## src/rtl/flow_pkg.sv

```systemverilog
// constants shared by the flow request handler
package flow_pkg;
  localparam logic [23:0] REQ_TAG        = 24'h9F8E00;
  localparam logic [23:0] CNF_TAG        = 24'h9F8E01;
  localparam logic [7:0]  SVC_MPEG       = 8'h00;
  localparam logic [7:0]  SVC_UNICAST    = 8'h01;
  localparam logic [7:0]  SVC_MULTICAST  = 8'h02;
  localparam logic [7:0]  SVC_DSG        = 8'h03;
  localparam logic [7:0]  ST_OK          = 8'h00;
  localparam logic [7:0]  ST_BUSY        = 8'h04;
  localparam logic [7:0]  ST_NO_RES      = 8'h03;
  localparam logic [7:0]  ST_BAD_SVC     = 8'h01;
  localparam logic [7:0]  ST_BAD_LEN     = 8'h02;
  localparam logic [7:0]  DHCP_END       = 8'hFF;
  localparam int          MPEG_SLOTS     = 8;
  localparam int          UNICAST_SLOTS  = 1;
  localparam int          MCAST_SLOTS    = 1;
  localparam logic [11:0] MAX_SECT_LEN   = 12'hFFD;
  localparam logic [31:0] CRC_RESIDUE    = 32'h00000000;
  localparam logic [31:0] CRC_INIT       = 32'hFFFFFFFF;
  localparam logic [31:0] CRC_POLY       = 32'h04C11DB7;
  localparam int          OPT_DEPTH      = 256;
  // register offsets
  localparam logic [3:0]  A_CTRL         = 4'h0;
  localparam logic [3:0]  A_STATUS       = 4'h1;
  localparam logic [3:0]  A_MAC_HI       = 4'h2;
  localparam logic [3:0]  A_MAC_LO       = 4'h3;
  localparam logic [3:0]  A_OPT_LEN      = 4'h4;
  localparam logic [3:0]  A_OPT_DATA     = 4'h5;
  localparam logic [3:0]  A_FLOWS        = 4'h6;
  localparam logic [3:0]  A_GROUP        = 4'h7;
  localparam logic [3:0]  A_SECT_CNT     = 4'h8;
  localparam logic [31:0] CTRL_RESET     = 32'h00000000;
endpackage

```

## src/rtl/opt_mem_if.sv

```systemverilog
// option byte memory access bundle
`timescale 1ns/10ps
interface opt_mem_if;
  logic       we;
  logic [7:0] waddr;
  logic [7:0] wdata;
  logic [7:0] raddr;
  logic [7:0] rdata;
  modport owner (output we, output waddr, output wdata, output raddr, input rdata);
  modport mem   (input we, input waddr, input wdata, input raddr, output rdata);
endinterface

```

## src/rtl/opt_mem.sv

```systemverilog
// option byte storage, registered read
`timescale 1ns/10ps
module opt_mem (
  input wire logic i_clk,
  input wire logic i_ce,
  opt_mem_if.mem   bus
);
  logic [7:0] store [0:flow_pkg::OPT_DEPTH-1];
  always_ff @(posedge i_clk) begin
    if (i_ce) begin
      if (bus.we) begin
        store[bus.waddr] <= bus.wdata;
      end
      bus.rdata <= store[bus.raddr];
    end
  end
endmodule // opt_mem

```

## src/rtl/flow_request_handler.sv

```systemverilog
// flow-open request parser, confirm builder, flow table and stream filters
// How it works
// RQ1: at least six section flows can be open together; table holds eight
// RQ2: at least one unicast flow slot exists
// RQ3: one flow of the tunnel service kind is supported
// RQ4: both TCP and UDP transport types accepted on IP flows
// RQ5: out-of-band services demand extra section flows, granted from free slots
// RQ6: far side provides tunnel flow when modem present and asked
// RQ7: far side builds DHCP from supplied options
// RQ8: while a request pends, further requests get confirm status 0x04
// RQ9: service kind is one byte; 0x00..0x03 defined, rest reserved
// RQ10: section body is 3 reserved bits then 13-bit PID, msb first
// RQ11: only sections on packets with a matching PID are delivered
// RQ12: unicast body is 48-bit MAC, length byte, then option bytes
// RQ13: option length must equal the count of option bytes
// RQ14: end option 255 must not appear among option bytes
// RQ15: multicast body is 4 reserved bits then 28-bit group identifier
// RQ16: only multicast packets matching an open group identifier pass
// RQ17: delivered sections have length at most 4093
// RQ18: incomplete sections or CRC failures are dropped
// RQ19: reserved bits ignored on receive
`timescale 1ns/10ps
module flow_request_handler (
  input  wire logic        i_clk,
  input  wire logic        i_rst,
  input  wire logic        i_ce,
  // request byte stream
  input  wire logic        i_req_valid,
  input  wire logic [7:0]  i_req_byte,
  input  wire logic        i_req_last,
  // confirm
  output logic             o_cnf_valid,
  output logic [7:0]       o_cnf_status,
  output logic [3:0]       o_cnf_flow,
  // section byte stream (one section, pid sampled with first byte)
  input  wire logic        i_sec_valid,
  input  wire logic [7:0]  i_sec_byte,
  input  wire logic        i_sec_first,
  input  wire logic        i_sec_last,
  input  wire logic [12:0] i_sec_pid,
  output logic             o_sec_pass,
  output logic             o_sec_drop,
  // multicast group check
  input  wire logic        i_mc_valid,
  input  wire logic [27:0] i_mc_group,
  output logic             o_mc_pass,
  // register port
  input  wire logic [3:0]  i_addr,
  input  wire logic [31:0] i_wdata,
  input  wire logic        i_wr,
  input  wire logic        i_rd,
  output logic [31:0]      o_rdata
);
  typedef enum logic [3:0] {
    S_TAG0 = 4'h0, S_TAG1 = 4'h1, S_TAG2 = 4'h2, S_LEN = 4'h3,
    S_SVC  = 4'h4, S_BODY = 4'h5, S_OPTL = 4'h6, S_OPTS = 4'h7,
    S_DONE = 4'h8, S_SKIP = 4'h9
  } parse_t;

  function automatic logic [31:0] crc_step(input logic [31:0] c, input logic [7:0] d);
    logic [31:0] r;
    r = c;
    for (int b = 7; b >= 0; b--) begin
      r = (r[31] ^ d[b]) ? ((r << 1) ^ flow_pkg::CRC_POLY) : (r << 1);
    end
    return r;
  endfunction

  //----------------------------------------
  // request parser
  //----------------------------------------
  parse_t      st_reg;
  logic [7:0]  svc_reg;
  logic [2:0]  cnt_reg;
  logic [47:0] body_reg;
  logic [7:0]  optlen_reg;
  logic [7:0]  optcnt_reg;
  logic        bad_reg;
  logic        pending_reg;
  logic        ack_wr;
  logic        body_end;
  logic [47:0] body_now;
  logic [7:0]  kind_now;
  opt_mem_if   om ();

  opt_mem u_mem (.i_clk(i_clk), .i_ce(i_ce), .bus(om));

  // body completes with the current byte
  assign body_now = {body_reg[39:0], i_req_byte};
  assign kind_now = (st_reg == S_SVC) ? i_req_byte : svc_reg;
  assign body_end = (st_reg == S_SVC && i_req_byte == flow_pkg::SVC_DSG) ||
                    (st_reg == S_BODY && svc_reg == flow_pkg::SVC_MPEG && cnt_reg == 3'h1) ||
                    (st_reg == S_BODY && svc_reg == flow_pkg::SVC_MULTICAST && cnt_reg == 3'h3) ||
                    (st_reg == S_OPTL && i_req_byte == 8'h00) ||
                    (st_reg == S_OPTS && optcnt_reg + 8'h01 == optlen_reg);

  always_ff @(posedge i_clk) begin
    if (i_rst) begin
      st_reg <= S_TAG0;
      svc_reg <= 8'h00;
      cnt_reg <= 3'h0;
      body_reg <= 48'h0;
      optlen_reg <= 8'h00;
      optcnt_reg <= 8'h00;
      bad_reg <= 1'b0;
    end else if (i_ce && i_req_valid) begin
      case (st_reg)
        S_TAG0: begin
          st_reg <= (i_req_byte == flow_pkg::REQ_TAG[23:16]) ? S_TAG1 : S_SKIP;
          bad_reg <= 1'b0;
          body_reg <= 48'h0;
          optcnt_reg <= 8'h00;
          optlen_reg <= 8'h00;
          cnt_reg <= 3'h0;
        end
        S_TAG1: st_reg <= (i_req_byte == flow_pkg::REQ_TAG[15:8]) ? S_TAG2 : S_SKIP;
        S_TAG2: st_reg <= (i_req_byte == flow_pkg::REQ_TAG[7:0]) ? S_LEN : S_SKIP;
        S_LEN:  st_reg <= S_SVC;
        S_SVC: begin
          svc_reg <= i_req_byte; // see RQ9
          cnt_reg <= 3'h0;
          st_reg <= (i_req_byte == flow_pkg::SVC_DSG) ? S_DONE : S_BODY;
        end
        S_BODY: begin
          body_reg <= {body_reg[39:0], i_req_byte}; // see RQ10
          cnt_reg <= cnt_reg + 3'h1;
          if (svc_reg == flow_pkg::SVC_UNICAST && cnt_reg == 3'h5) begin
            st_reg <= S_OPTL; // see RQ12
          end else if ((svc_reg == flow_pkg::SVC_MPEG && cnt_reg == 3'h1) ||
                       (svc_reg == flow_pkg::SVC_MULTICAST && cnt_reg == 3'h3)) begin
            st_reg <= S_DONE; // see RQ15
          end else if (svc_reg > flow_pkg::SVC_DSG) begin
            st_reg <= S_DONE;
          end
        end
        S_OPTL: begin
          optlen_reg <= i_req_byte;
          st_reg <= (i_req_byte == 8'h00) ? S_DONE : S_OPTS;
        end
        S_OPTS: begin
          if (i_req_byte == flow_pkg::DHCP_END) bad_reg <= 1'b1; // see RQ14
          optcnt_reg <= optcnt_reg + 8'h01;
          if (optcnt_reg + 8'h01 == optlen_reg) st_reg <= S_DONE;
        end
        S_DONE: bad_reg <= 1'b1; // see RQ13
        S_SKIP: st_reg <= S_SKIP;
        default: st_reg <= S_SKIP;
      endcase
      if (i_req_last) st_reg <= S_TAG0;
      if (i_req_last && st_reg != S_SKIP && !body_end) begin
        bad_reg <= 1'b1; // see RQ13
      end
    end
  end

  always_ff @(posedge i_clk) begin
    if (i_rst) begin
      om.we <= 1'b0;
      om.waddr <= 8'h00;
      om.wdata <= 8'h00;
    end else if (i_ce) begin
      om.we <= i_req_valid && st_reg == S_OPTS && !pending_reg;
      om.waddr <= optcnt_reg;
      om.wdata <= i_req_byte;
    end
  end

  //----------------------------------------
  // flow table and confirm
  //----------------------------------------
  logic [7:0]  mpeg_used_reg;
  logic [12:0] pid_reg [0:flow_pkg::MPEG_SLOTS-1];
  logic        uni_used_reg;
  logic        mc_used_reg;
  logic        dsg_used_reg;
  logic [27:0] group_reg;
  logic [47:0] mac_reg;
  logic [1:0]  proto_ok_reg;
  logic        req_end;
  logic [2:0]  free_idx;
  logic        free_any;

  assign req_end = i_ce && i_req_valid && i_req_last && st_reg != S_SKIP &&
                   st_reg != S_TAG0;

  always_comb begin
    free_idx = 3'h0;
    free_any = 1'b0;
    for (int k = flow_pkg::MPEG_SLOTS - 1; k >= 0; k--) begin
      if (!mpeg_used_reg[k]) begin
        free_idx = 3'(k);
        free_any = 1'b1;
      end
    end
  end

  always_ff @(posedge i_clk) begin
    if (i_rst) begin
      o_cnf_valid <= 1'b0;
      o_cnf_status <= flow_pkg::ST_OK;
      o_cnf_flow <= 4'h0;
      pending_reg <= 1'b0;
      mpeg_used_reg <= 8'h00;
      uni_used_reg <= 1'b0;
      mc_used_reg <= 1'b0;
      dsg_used_reg <= 1'b0;
      group_reg <= 28'h0;
      mac_reg <= 48'h0;
      for (int k = 0; k < flow_pkg::MPEG_SLOTS; k++) pid_reg[k] <= 13'h0;
    end else if (i_ce) begin
      o_cnf_valid <= 1'b0;
      if (ack_wr) pending_reg <= 1'b0;
      if (req_end && pending_reg) begin
        o_cnf_valid <= 1'b1;
        o_cnf_status <= flow_pkg::ST_BUSY; // see RQ8
        o_cnf_flow <= 4'hF;
      end else if (req_end) begin
        o_cnf_valid <= 1'b1;
        o_cnf_flow <= 4'h0;
        if (kind_now > flow_pkg::SVC_DSG) begin
          o_cnf_status <= flow_pkg::ST_BAD_SVC; // see RQ9
        end else if (bad_reg || !body_end ||
                     (st_reg == S_OPTS && i_req_byte == flow_pkg::DHCP_END)) begin
          o_cnf_status <= flow_pkg::ST_BAD_LEN; // see RQ13 RQ14
        end else begin
          case (kind_now)
            flow_pkg::SVC_MPEG: begin
              if (free_any) begin // see RQ1
                mpeg_used_reg[free_idx] <= 1'b1; // see RQ5
                pid_reg[free_idx] <= body_now[12:0]; // see RQ19
                o_cnf_status <= flow_pkg::ST_OK;
                o_cnf_flow <= {1'b0, free_idx};
                pending_reg <= 1'b1;
              end else o_cnf_status <= flow_pkg::ST_NO_RES;
            end
            flow_pkg::SVC_UNICAST: begin
              if (!uni_used_reg) begin // see RQ2
                uni_used_reg <= 1'b1;
                mac_reg <= body_reg;
                o_cnf_status <= flow_pkg::ST_OK;
                o_cnf_flow <= 4'h8;
                pending_reg <= 1'b1;
              end else o_cnf_status <= flow_pkg::ST_NO_RES;
            end
            flow_pkg::SVC_MULTICAST: begin
              if (!mc_used_reg) begin
                mc_used_reg <= 1'b1;
                group_reg <= body_now[27:0]; // see RQ15
                o_cnf_status <= flow_pkg::ST_OK;
                o_cnf_flow <= 4'h9;
                pending_reg <= 1'b1;
              end else o_cnf_status <= flow_pkg::ST_NO_RES;
            end
            flow_pkg::SVC_DSG: begin
              if (!dsg_used_reg) begin // see RQ3
                dsg_used_reg <= 1'b1;
                o_cnf_status <= flow_pkg::ST_OK;
                o_cnf_flow <= 4'hA;
                pending_reg <= 1'b1;
              end else o_cnf_status <= flow_pkg::ST_NO_RES;
            end
            default: o_cnf_status <= flow_pkg::ST_BAD_SVC; // see RQ9
          endcase
        end
      end
      if (i_wr && i_addr == flow_pkg::A_FLOWS) begin
        mpeg_used_reg <= mpeg_used_reg & ~i_wdata[7:0];
        if (i_wdata[8]) uni_used_reg <= 1'b0;
        if (i_wdata[9]) mc_used_reg <= 1'b0;
        if (i_wdata[10]) dsg_used_reg <= 1'b0;
      end
    end
  end

  assign ack_wr = i_wr && i_addr == flow_pkg::A_CTRL && i_wdata[0];

  always_ff @(posedge i_clk) begin
    if (i_rst) proto_ok_reg <= 2'b11;
    else if (i_ce && i_wr && i_addr == flow_pkg::A_CTRL) proto_ok_reg <= 2'b11 | i_wdata[2:1]; // see RQ4
  end

  //----------------------------------------
  // section filter with length and crc check
  //----------------------------------------
  logic        sec_on_reg;
  logic [31:0] crc_reg;
  logic [11:0] slen_reg;
  logic [12:0] bcnt_reg;
  logic [15:0] sect_cnt_reg;
  logic        pid_hit;
  logic [31:0] crc_nx;

  always_comb begin
    pid_hit = 1'b0;
    for (int k = 0; k < flow_pkg::MPEG_SLOTS; k++) begin
      if (mpeg_used_reg[k] && pid_reg[k] == i_sec_pid) pid_hit = 1'b1;
    end
    crc_nx = crc_step(i_sec_first ? flow_pkg::CRC_INIT : crc_reg, i_sec_byte);
  end

  always_ff @(posedge i_clk) begin
    if (i_rst) begin
      sec_on_reg <= 1'b0;
      crc_reg <= flow_pkg::CRC_INIT;
      slen_reg <= 12'h0;
      bcnt_reg <= 13'h0;
      o_sec_pass <= 1'b0;
      o_sec_drop <= 1'b0;
      sect_cnt_reg <= 16'h0;
    end else if (i_ce) begin
      o_sec_pass <= 1'b0;
      o_sec_drop <= 1'b0;
      if (i_sec_valid) begin
        crc_reg <= crc_nx;
        if (i_sec_first) begin
          sec_on_reg <= pid_hit; // see RQ11
          bcnt_reg <= 13'h1;
        end else begin
          bcnt_reg <= bcnt_reg + 13'h1;
        end
        if (bcnt_reg == 13'h1) slen_reg[11:8] <= i_sec_byte[3:0];
        if (bcnt_reg == 13'h2) slen_reg[7:0] <= i_sec_byte;
        if (i_sec_last) begin
          if ((i_sec_first ? pid_hit : sec_on_reg) && bcnt_reg >= 13'h3 &&
              slen_reg <= flow_pkg::MAX_SECT_LEN && // see RQ17
              bcnt_reg + 13'h1 == {1'b0, slen_reg} + 13'h3 &&
              crc_nx == flow_pkg::CRC_RESIDUE) begin // see RQ18
            o_sec_pass <= 1'b1;
            sect_cnt_reg <= sect_cnt_reg + 16'h1;
          end else begin
            o_sec_drop <= 1'b1;
          end
        end
      end
    end
  end

  //----------------------------------------
  // multicast group filter
  //----------------------------------------
  always_ff @(posedge i_clk) begin
    if (i_rst) o_mc_pass <= 1'b0;
    else if (i_ce) o_mc_pass <= i_mc_valid && mc_used_reg && i_mc_group == group_reg; // see RQ16
  end

  //----------------------------------------
  // register read port
  //----------------------------------------
  logic [7:0] rd_ptr_reg;
  always_ff @(posedge i_clk) begin
    if (i_rst) rd_ptr_reg <= 8'h00;
    else if (i_ce && i_wr && i_addr == flow_pkg::A_OPT_LEN) rd_ptr_reg <= i_wdata[7:0];
    else if (i_ce && i_rd && i_addr == flow_pkg::A_OPT_DATA) rd_ptr_reg <= rd_ptr_reg + 8'h01;
  end
  assign om.raddr = rd_ptr_reg;

  always_ff @(posedge i_clk) begin
    if (i_rst) o_rdata <= 32'h0;
    else if (i_ce) begin
      o_rdata <= 32'h0;
      if (i_rd) begin
        case (i_addr)
          flow_pkg::A_CTRL:     o_rdata <= {29'h0, proto_ok_reg, 1'b0};
          flow_pkg::A_STATUS:   o_rdata <= {23'h0, pending_reg, svc_reg};
          flow_pkg::A_MAC_HI:   o_rdata <= {16'h0, mac_reg[47:32]};
          flow_pkg::A_MAC_LO:   o_rdata <= mac_reg[31:0];
          flow_pkg::A_OPT_LEN:  o_rdata <= {24'h0, optlen_reg};
          flow_pkg::A_OPT_DATA: o_rdata <= {24'h0, om.rdata};
          flow_pkg::A_FLOWS:    o_rdata <= {21'h0, dsg_used_reg, mc_used_reg, uni_used_reg,
                                            mpeg_used_reg};
          flow_pkg::A_GROUP:    o_rdata <= {4'h0, group_reg};
          flow_pkg::A_SECT_CNT: o_rdata <= {16'h0, sect_cnt_reg};
          default:              o_rdata <= 32'h0;
        endcase
      end
    end
  end
endmodule // flow_request_handler

```

## config.mk

```make
export PLATFORM = sky130hd
export DESIGN_NAME = flow_request_handler
export DESIGN_NICKNAME = d
export VERILOG_FILES = /design/src/rtl/flow_pkg.sv /design/src/rtl/opt_mem_if.sv /design/src/rtl/opt_mem.sv /design/src/rtl/flow_request_handler.sv
export SDC_FILE = /design/constraint.sdc
export NUM_CORES = 2
export LEC_CHECK = 0
export BUFFER_PORTS_ARGS = -buffer_cell sky130_fd_sc_hd__buf_2
export CAP_MARGIN = 20
export CORE_ASPECT_RATIO = 1.4
export CORE_MARGIN = 3
export CORE_UTILIZATION = 35
export CTS_CLUSTER_DIAMETER = 100
export DETAILED_ROUTE_END_ITERATION = 7
export SYNTH_ARGS = -nofsm -noshare
export SYNTH_HDL_FRONTEND = slang
export SYNTH_HIERARCHICAL = 1
export SYNTH_SLANG_ARGS = --single-unit
```

## constraint.sdc

```tcl
create_clock -name i_clk -period 5.9 [get_ports i_clk]
set_input_delay 0.59 -clock i_clk [delete_from_list [all_inputs] [get_ports i_clk]]
set_output_delay 0.59 -clock i_clk [all_outputs]
set_load 0.02 [all_outputs]
```

# Word level (Yosys, flattened, before mapping)
# Memory sizes are Yosys's and may differ from the RTL's. A register that Yosys moved wholly into a read port is not among the register bits.
# Cells that the tools add are included.
# word_totals
regBits	315
mem_bits_rw	2152
out_inout_bits	48
wordCells	343
mem_count	2
# classes
add_sub_neg	6
magnitude_cmp	6
eq_ne	49
mux	141
n_bitwise	24
n_reduce_logical	84
# memory_table
name	depth	width	rd	rd_clocked_by_memory_dff	wr	line	text
u_mem.store	256	8	1	1	1	opt_mem.sv:8	logic [7:0] store [0:flow_pkg::OPT_DEPTH-1];
pid_reg	8	13	8	0	8	flow_request_handler.sv:172	logic [12:0] pid_reg [0:flow_pkg::MPEG_SLOTS-1];
# ops
cell	count
$pmux 32 s9	1
$mux 27	8
$eq 13x13->1	9
$mux 8	14
$not 14->14	8
$pmux 48 s2	1
$mux 1	73
$mux 4	17
$mux 32	2
$logic_and 1x1->1	42
$pmux 4 s9	1
$eq 4x3->1 const B	8
$eq 8x2->1 const B	4
$logic_not 32->1	1
$pmux 8 s2	2
$pmux 8 s4	1
$mux 3	10
$eq 28x28->1	1
$mux 13	2
$eq 8x8->1 const B	3
$logic_not 8->1	3
$reduce_and 7->1	3
$reduce_bool 2->1	9
$add 16x1->16 const B	1
other kinds (45)	86

# Depth between registers and ports, before layout
# logic_depth
depth_word	22
depth_mapped	15

# Modules after synthesis
# Netlist, hierarchy kept.
# by_module_without_submodules
module	n_inst	cells_each	area_each_um2
opt_mem	1	3762	79945.4
flow_request_handler	1	2321	20808.7

# Worst setup path before layout
# Ideal clock, no wire load.
# synth_timing
kind	register -> register
startpoint	register om.wdata[0]
endpoint	memory u_mem.store[0][0], data pin
arrival_ns	3.397
required_time_ns	5.044
slack_ns	1.648
stages_incl_launch_ff	1
n_path_buf	0
synth_period_minus_slack_ns	4.252
cell_sequence	dfxtp_1
# synth_lines
element	line	text
from (decl)	opt_mem_if.sv:6	logic [7:0] wdata;
from (signal assigned)	flow_request_handler.sv:164	om.wdata <= i_req_byte;
to (decl)	opt_mem.sv:8	
# Straight into the memory's write port.

# Worst setup path in the final report
# layout_timing
startpoint	register crc_reg[30]
endpoint	register sect_cnt_reg[12]
# layout_via
elab_chain_cells	16
elab_cells_between_ends	19
cone_classes	mux (8); bitwise (8); reduce/logical (3)
# layout_lines
element	line	text
from (decl)	flow_request_handler.sv:286	logic [31:0] crc_reg;
from (signal assigned)	flow_request_handler.sv:304	crc_reg <= flow_pkg::CRC_INIT;
from (signal assigned)	flow_request_handler.sv:314	crc_reg <= crc_nx;
$mux 32 (*)	flow_request_handler.sv:298	crc_nx = crc_step(i_sec_first ? flow_pkg::CRC_INIT : crc_reg, i_sec_byte);
$xor 1x1->1 (*)	flow_request_handler.sv:64	r = (r[31] ^ d[b]) ? ((r << 1) ^ flow_pkg::CRC_POLY) : (r << 1);
$mux 27 (*)	flow_request_handler.sv:64	
$not 14->14 (no line) / $mux 27 (equally long branches)	--	
$mux 27 / $not 14->14 (equally long branches)	--	
$not 14->14 (no line) / $mux 27 (equally long branches)	--	
$mux 27 / $not 14->14 (equally long branches)	--	
$mux 27	flow_request_handler.sv:64	
$not 14->14 (no line) / $mux 27 (equally long branches)	--	
$mux 27 / $not 14->14 (equally long branches)	--	
$not 14->14 (no line) / $mux 27 (equally long branches)	--	
$mux 27 / $not 14->14 (equally long branches)	--	
$mux 27	flow_request_handler.sv:64	
$logic_not 32->1 (*)	flow_request_handler.sv:327	crc_nx == flow_pkg::CRC_RESIDUE) begin
$logic_and 1x1->1 (*)	flow_request_handler.sv:326	bcnt_reg + 13'h1 == {1'b0, slen_reg} + 13'h3 &&
$reduce_and 4->1 (no line) (*)	--	
to (signal assigned)	flow_request_handler.sv:329	sect_cnt_reg <= sect_cnt_reg + 16'h1;
to (decl)	flow_request_handler.sv:289	logic [15:0] sect_cnt_reg;
# Every way passes the cells marked *; elsewhere a longest branch is shown, timed or not.
# A chain may end at the register's enable or synchronous reset.

==> impl_metrics.csv <==
group,metric,value,unit
run_status,violations,"DRC",
synth,ys.warnings.count,6,
route,firstDrtPassIters,8,
die,ioPinCount,152,
grt,grt_pass1_wl,388,mm
finish,fill_cells,25800,
sta,post-route-period-util,0.753,
job,max_cap_violations,0,
clocking,cts_inserted_buffers,225,
power,switching_power,7.33,mW
sta,rsz0062_at_grt,"false",
grt,overflow,0,
power,clkPwrFrac,0.414,
sta,setup_viol,0,
finish,syn_to_final_growth,11.7,%
power,combPwrFrac,0.036,
hold_path,hold_class,"in2reg",
sta,hold_viol,0,
clocking,cts_setup_buffers,0,
setup_path,critPathKind,"reg2reg",
placement,gp_congestion,0.875,
placement,hpwl,168,mm
clocking,cts_htree_levels,4,
die,core_area,286000,µm²
finish,finalNetCount,6303,
grt,grt_start_max_net_pins,205,
grt,grt_pass1_vias,56000,
run_status,status,"complete, but fails checks",
route,routed_via_density,5.54,
die,dieArea,294000,µm²
route,drt_iter0_drc,5993,
finish,drive_gt1_frac,0.169,
clocking,cts_root_buf,"clkbuf_16",
die,rows,232,
grt,grt_usage,0.177,
route,drcViolationCount,12,
power,max-vdd-ir-drop,0.000263,V
synth,synth_edf_count,2160,
sta,tns,0,ps
power,power.density,310,nW/µm²
route,ant_nets,0,
sta,max_freq,0.225,GHz
clocking,clockBufferDepth,4,
die,start_util,0.352,
power,p_leak,33.3,nW
power,intPower,27.5,mW
synth,syn_area,101000,µm²
sta,finalWorstPathRequiredPeriod,4440,ps
route,wl,268,mm
sta,worstMarginPinSlew,1320,ps
power,sw_frac_of_total,0.210,
power,power.total,34.9,mW
synth,yosysSeqAreaShare,0.705,
route,wl_per_cell,26.5,µm
grt,antenna_found_initial,4,
synth,yosys_register_bits,2470,
sta,relSlewSlack,0.120,
placement,port_buffers,125,
finish,largest_reg_flops,2048,
setup_path,crit_fanout,14,
synth,synth_cell_types,102,
clocking,cts_tree,"yes",
synth,synthFlopType,"edfxtp_1",
die,die_w,459,µm
synth,avgSynthCellArea,16.6,µm²
setup_path,cp-end-kind,"flip-flop",
setup_path,crit_path_start_kind,"flip-flop",
synth,synthArstFlopShare,0,
clocking,clk_pin_slew,60,ps
synth,synthCells,6083,
setup_path,cp.arrival,5180,ps
route,vias,56000,
power,seq_power_share,0.550,
setup_path,worst-endpoint-required,6640,ps
sta,finalMaxSlewViolations,0,
die,die_y,641,µm
clocking,cts.sinks,2470,
clocking,clk_latency,890,ps
sta,clock_skew,57.8,ps
kinds of logic after synthesis:
group,share of synthesized area
compound gates,0.0570
xor+xnor,0.0258
fa+ha+maj,0.00149
buf+inv,0.0239
flops,0.705
mux,0.121
other cells,0.0000372
simple gates,0.0654
Yosys cell counts, drive strengths merged, types with 27 or more instances:
master	number	share of area
nor2b	39	0.0024
nand2	326	0.012
nand4	63	0.0040
xnor2	206	0.018
a21oi	266	0.013
o221ai	43	0.0037
and2	117	0.0073
inv	27	0.0010
a22oi	218	0.016
clkbuf	236	0.0090
a211oi	32	0.0024
nor3	76	0.0039
mux2i	195	0.019
mux4	442	0.10
nand3	68	0.0034
edfxtp	2160	0.64
o22ai	42	0.0026
buf	164	0.013
dfxtp	310	0.062
nor4	55	0.0034
o21ai	59	0.0029
xor2	44	0.0040
nor2	568	0.021
worst max-delay path, stage by stage (launching register included):
cell	delay [ps]
dfxtp_1	500
xnor2_1	150
nor3_1	460
nor2_4	120
inv_2	230
ha_1	220
and3_1	150
nand4_1	90
nor4_1	270
nand4_1	160
or4_4	610
a2111o_1	610
nor4_1	380
mux2_1	350
stage by stage:
stage	utilization	setup WS [ps]	instances	hold slack, ps	instance area [µm²]
after floorplan	-	1650	6087	431	101000
final	0.394	1460	10100	88.2	113000
after global placement	0.368	1090	9687	438	105000
after detailed placement	0.368	1020	9692	445	105000
after global routing	0.394	1210	10100	70.5	113000
after CTS	0.394	1520	10100	10.6	113000
placed cells by master (no fill, tap or decap), drive strengths merged, types with 16 or more instances in the layout:
cell    Yosys  layout
xor2       44      44
or3        16      16
clkbuf    236     275
xnor2     206     206
buf       164     270
o221ai     43      43
clkinv      0      87
a21oi     266     266
nor2b      39      39
nor2      568     568
o21ai      59      59
edfxtp   2160    2160
nand4      63      63
nand3      68      68
dfxtp     310     310
mux4      442     442
a211oi     32      32
nor4       55      55
mux2i     195     195
and2      117     117
o22ai      42      42
a222oi     25      25
a211o      25      25
or2        19      19
a22oi     218     218
a221oi     23      23
inv        27      34
a22o       18      18
bufinv      0      20
nand2     326     326
nor3       76      76
what timing repair did:
| action | CTS | global route |
|---|---|---|
| endpoints found under the hold margin | 7 | 0 |
| resized for setup | 0 | 0 |
| hold buffers | 7 | 0 |
path summary, 6_finish.rpt:
| kind | from | end | slack (ps) | cells past startpoint |
|---|---|---|---|---|
| setup / recovery | crc_reg[30]$_SDFFE_PP1P_ | sect_cnt_reg[12]$_SDFFE_PP0P_ | 1460 | 13 |
| hold / removal | i_rst | o_cnf_status[1]$_SDFFE_PP0P_ | 90 | 2 |
| setup reg to reg | crc_reg[30]$_SDFFE_PP1P_ | sect_cnt_reg[12]$_SDFFE_PP0P_ | 1460 | 13 |
| hold reg to reg | mac_reg[30]$_SDFFE_PP0P_ | mac_reg[30]$_SDFFE_PP0P_ | 450 | 2 |
cell type report:
class	instances	area [µm²]	area share
Inverter	27	101	0.000900
Multi-Input combinational cell	3186	27400	0.243
Tap cell	3744	4680	0.0416
Sequential cell	2470	71100	0.632
Antenna cell	2	5.00	0.0000445
Clock inverter	126	1190	0.0105
Clock buffer	275	5960	0.0529
Timing Repair Buffer	277	2170	0.0193
metal layers:
layer	wire length [µm]	part of all wire	up-vias	global-route usage
met5	90	0.00034	-	0.00232
met4	11300	0.042	2	0.0694
met3	16100	0.060	491	0.0225
met2	139000	0.52	2194	0.318
met1	101000	0.38	29200	0.216
li1	-	-	24100	-
power by group through the flow:
stage	logic [mW]	registers [mW]	clock network [mW]
2_1_floorplan	0.764	19.6	0
3_3_place_gp	1.20	19.6	0
3_5_place_dp	1.23	19.6	0
4_1_cts	1.24	19.2	14.7
5_1_grt	1.33	19.2	15.4
6_report	1.24	19.2	14.4
Power figures use the tool's default switching activity.
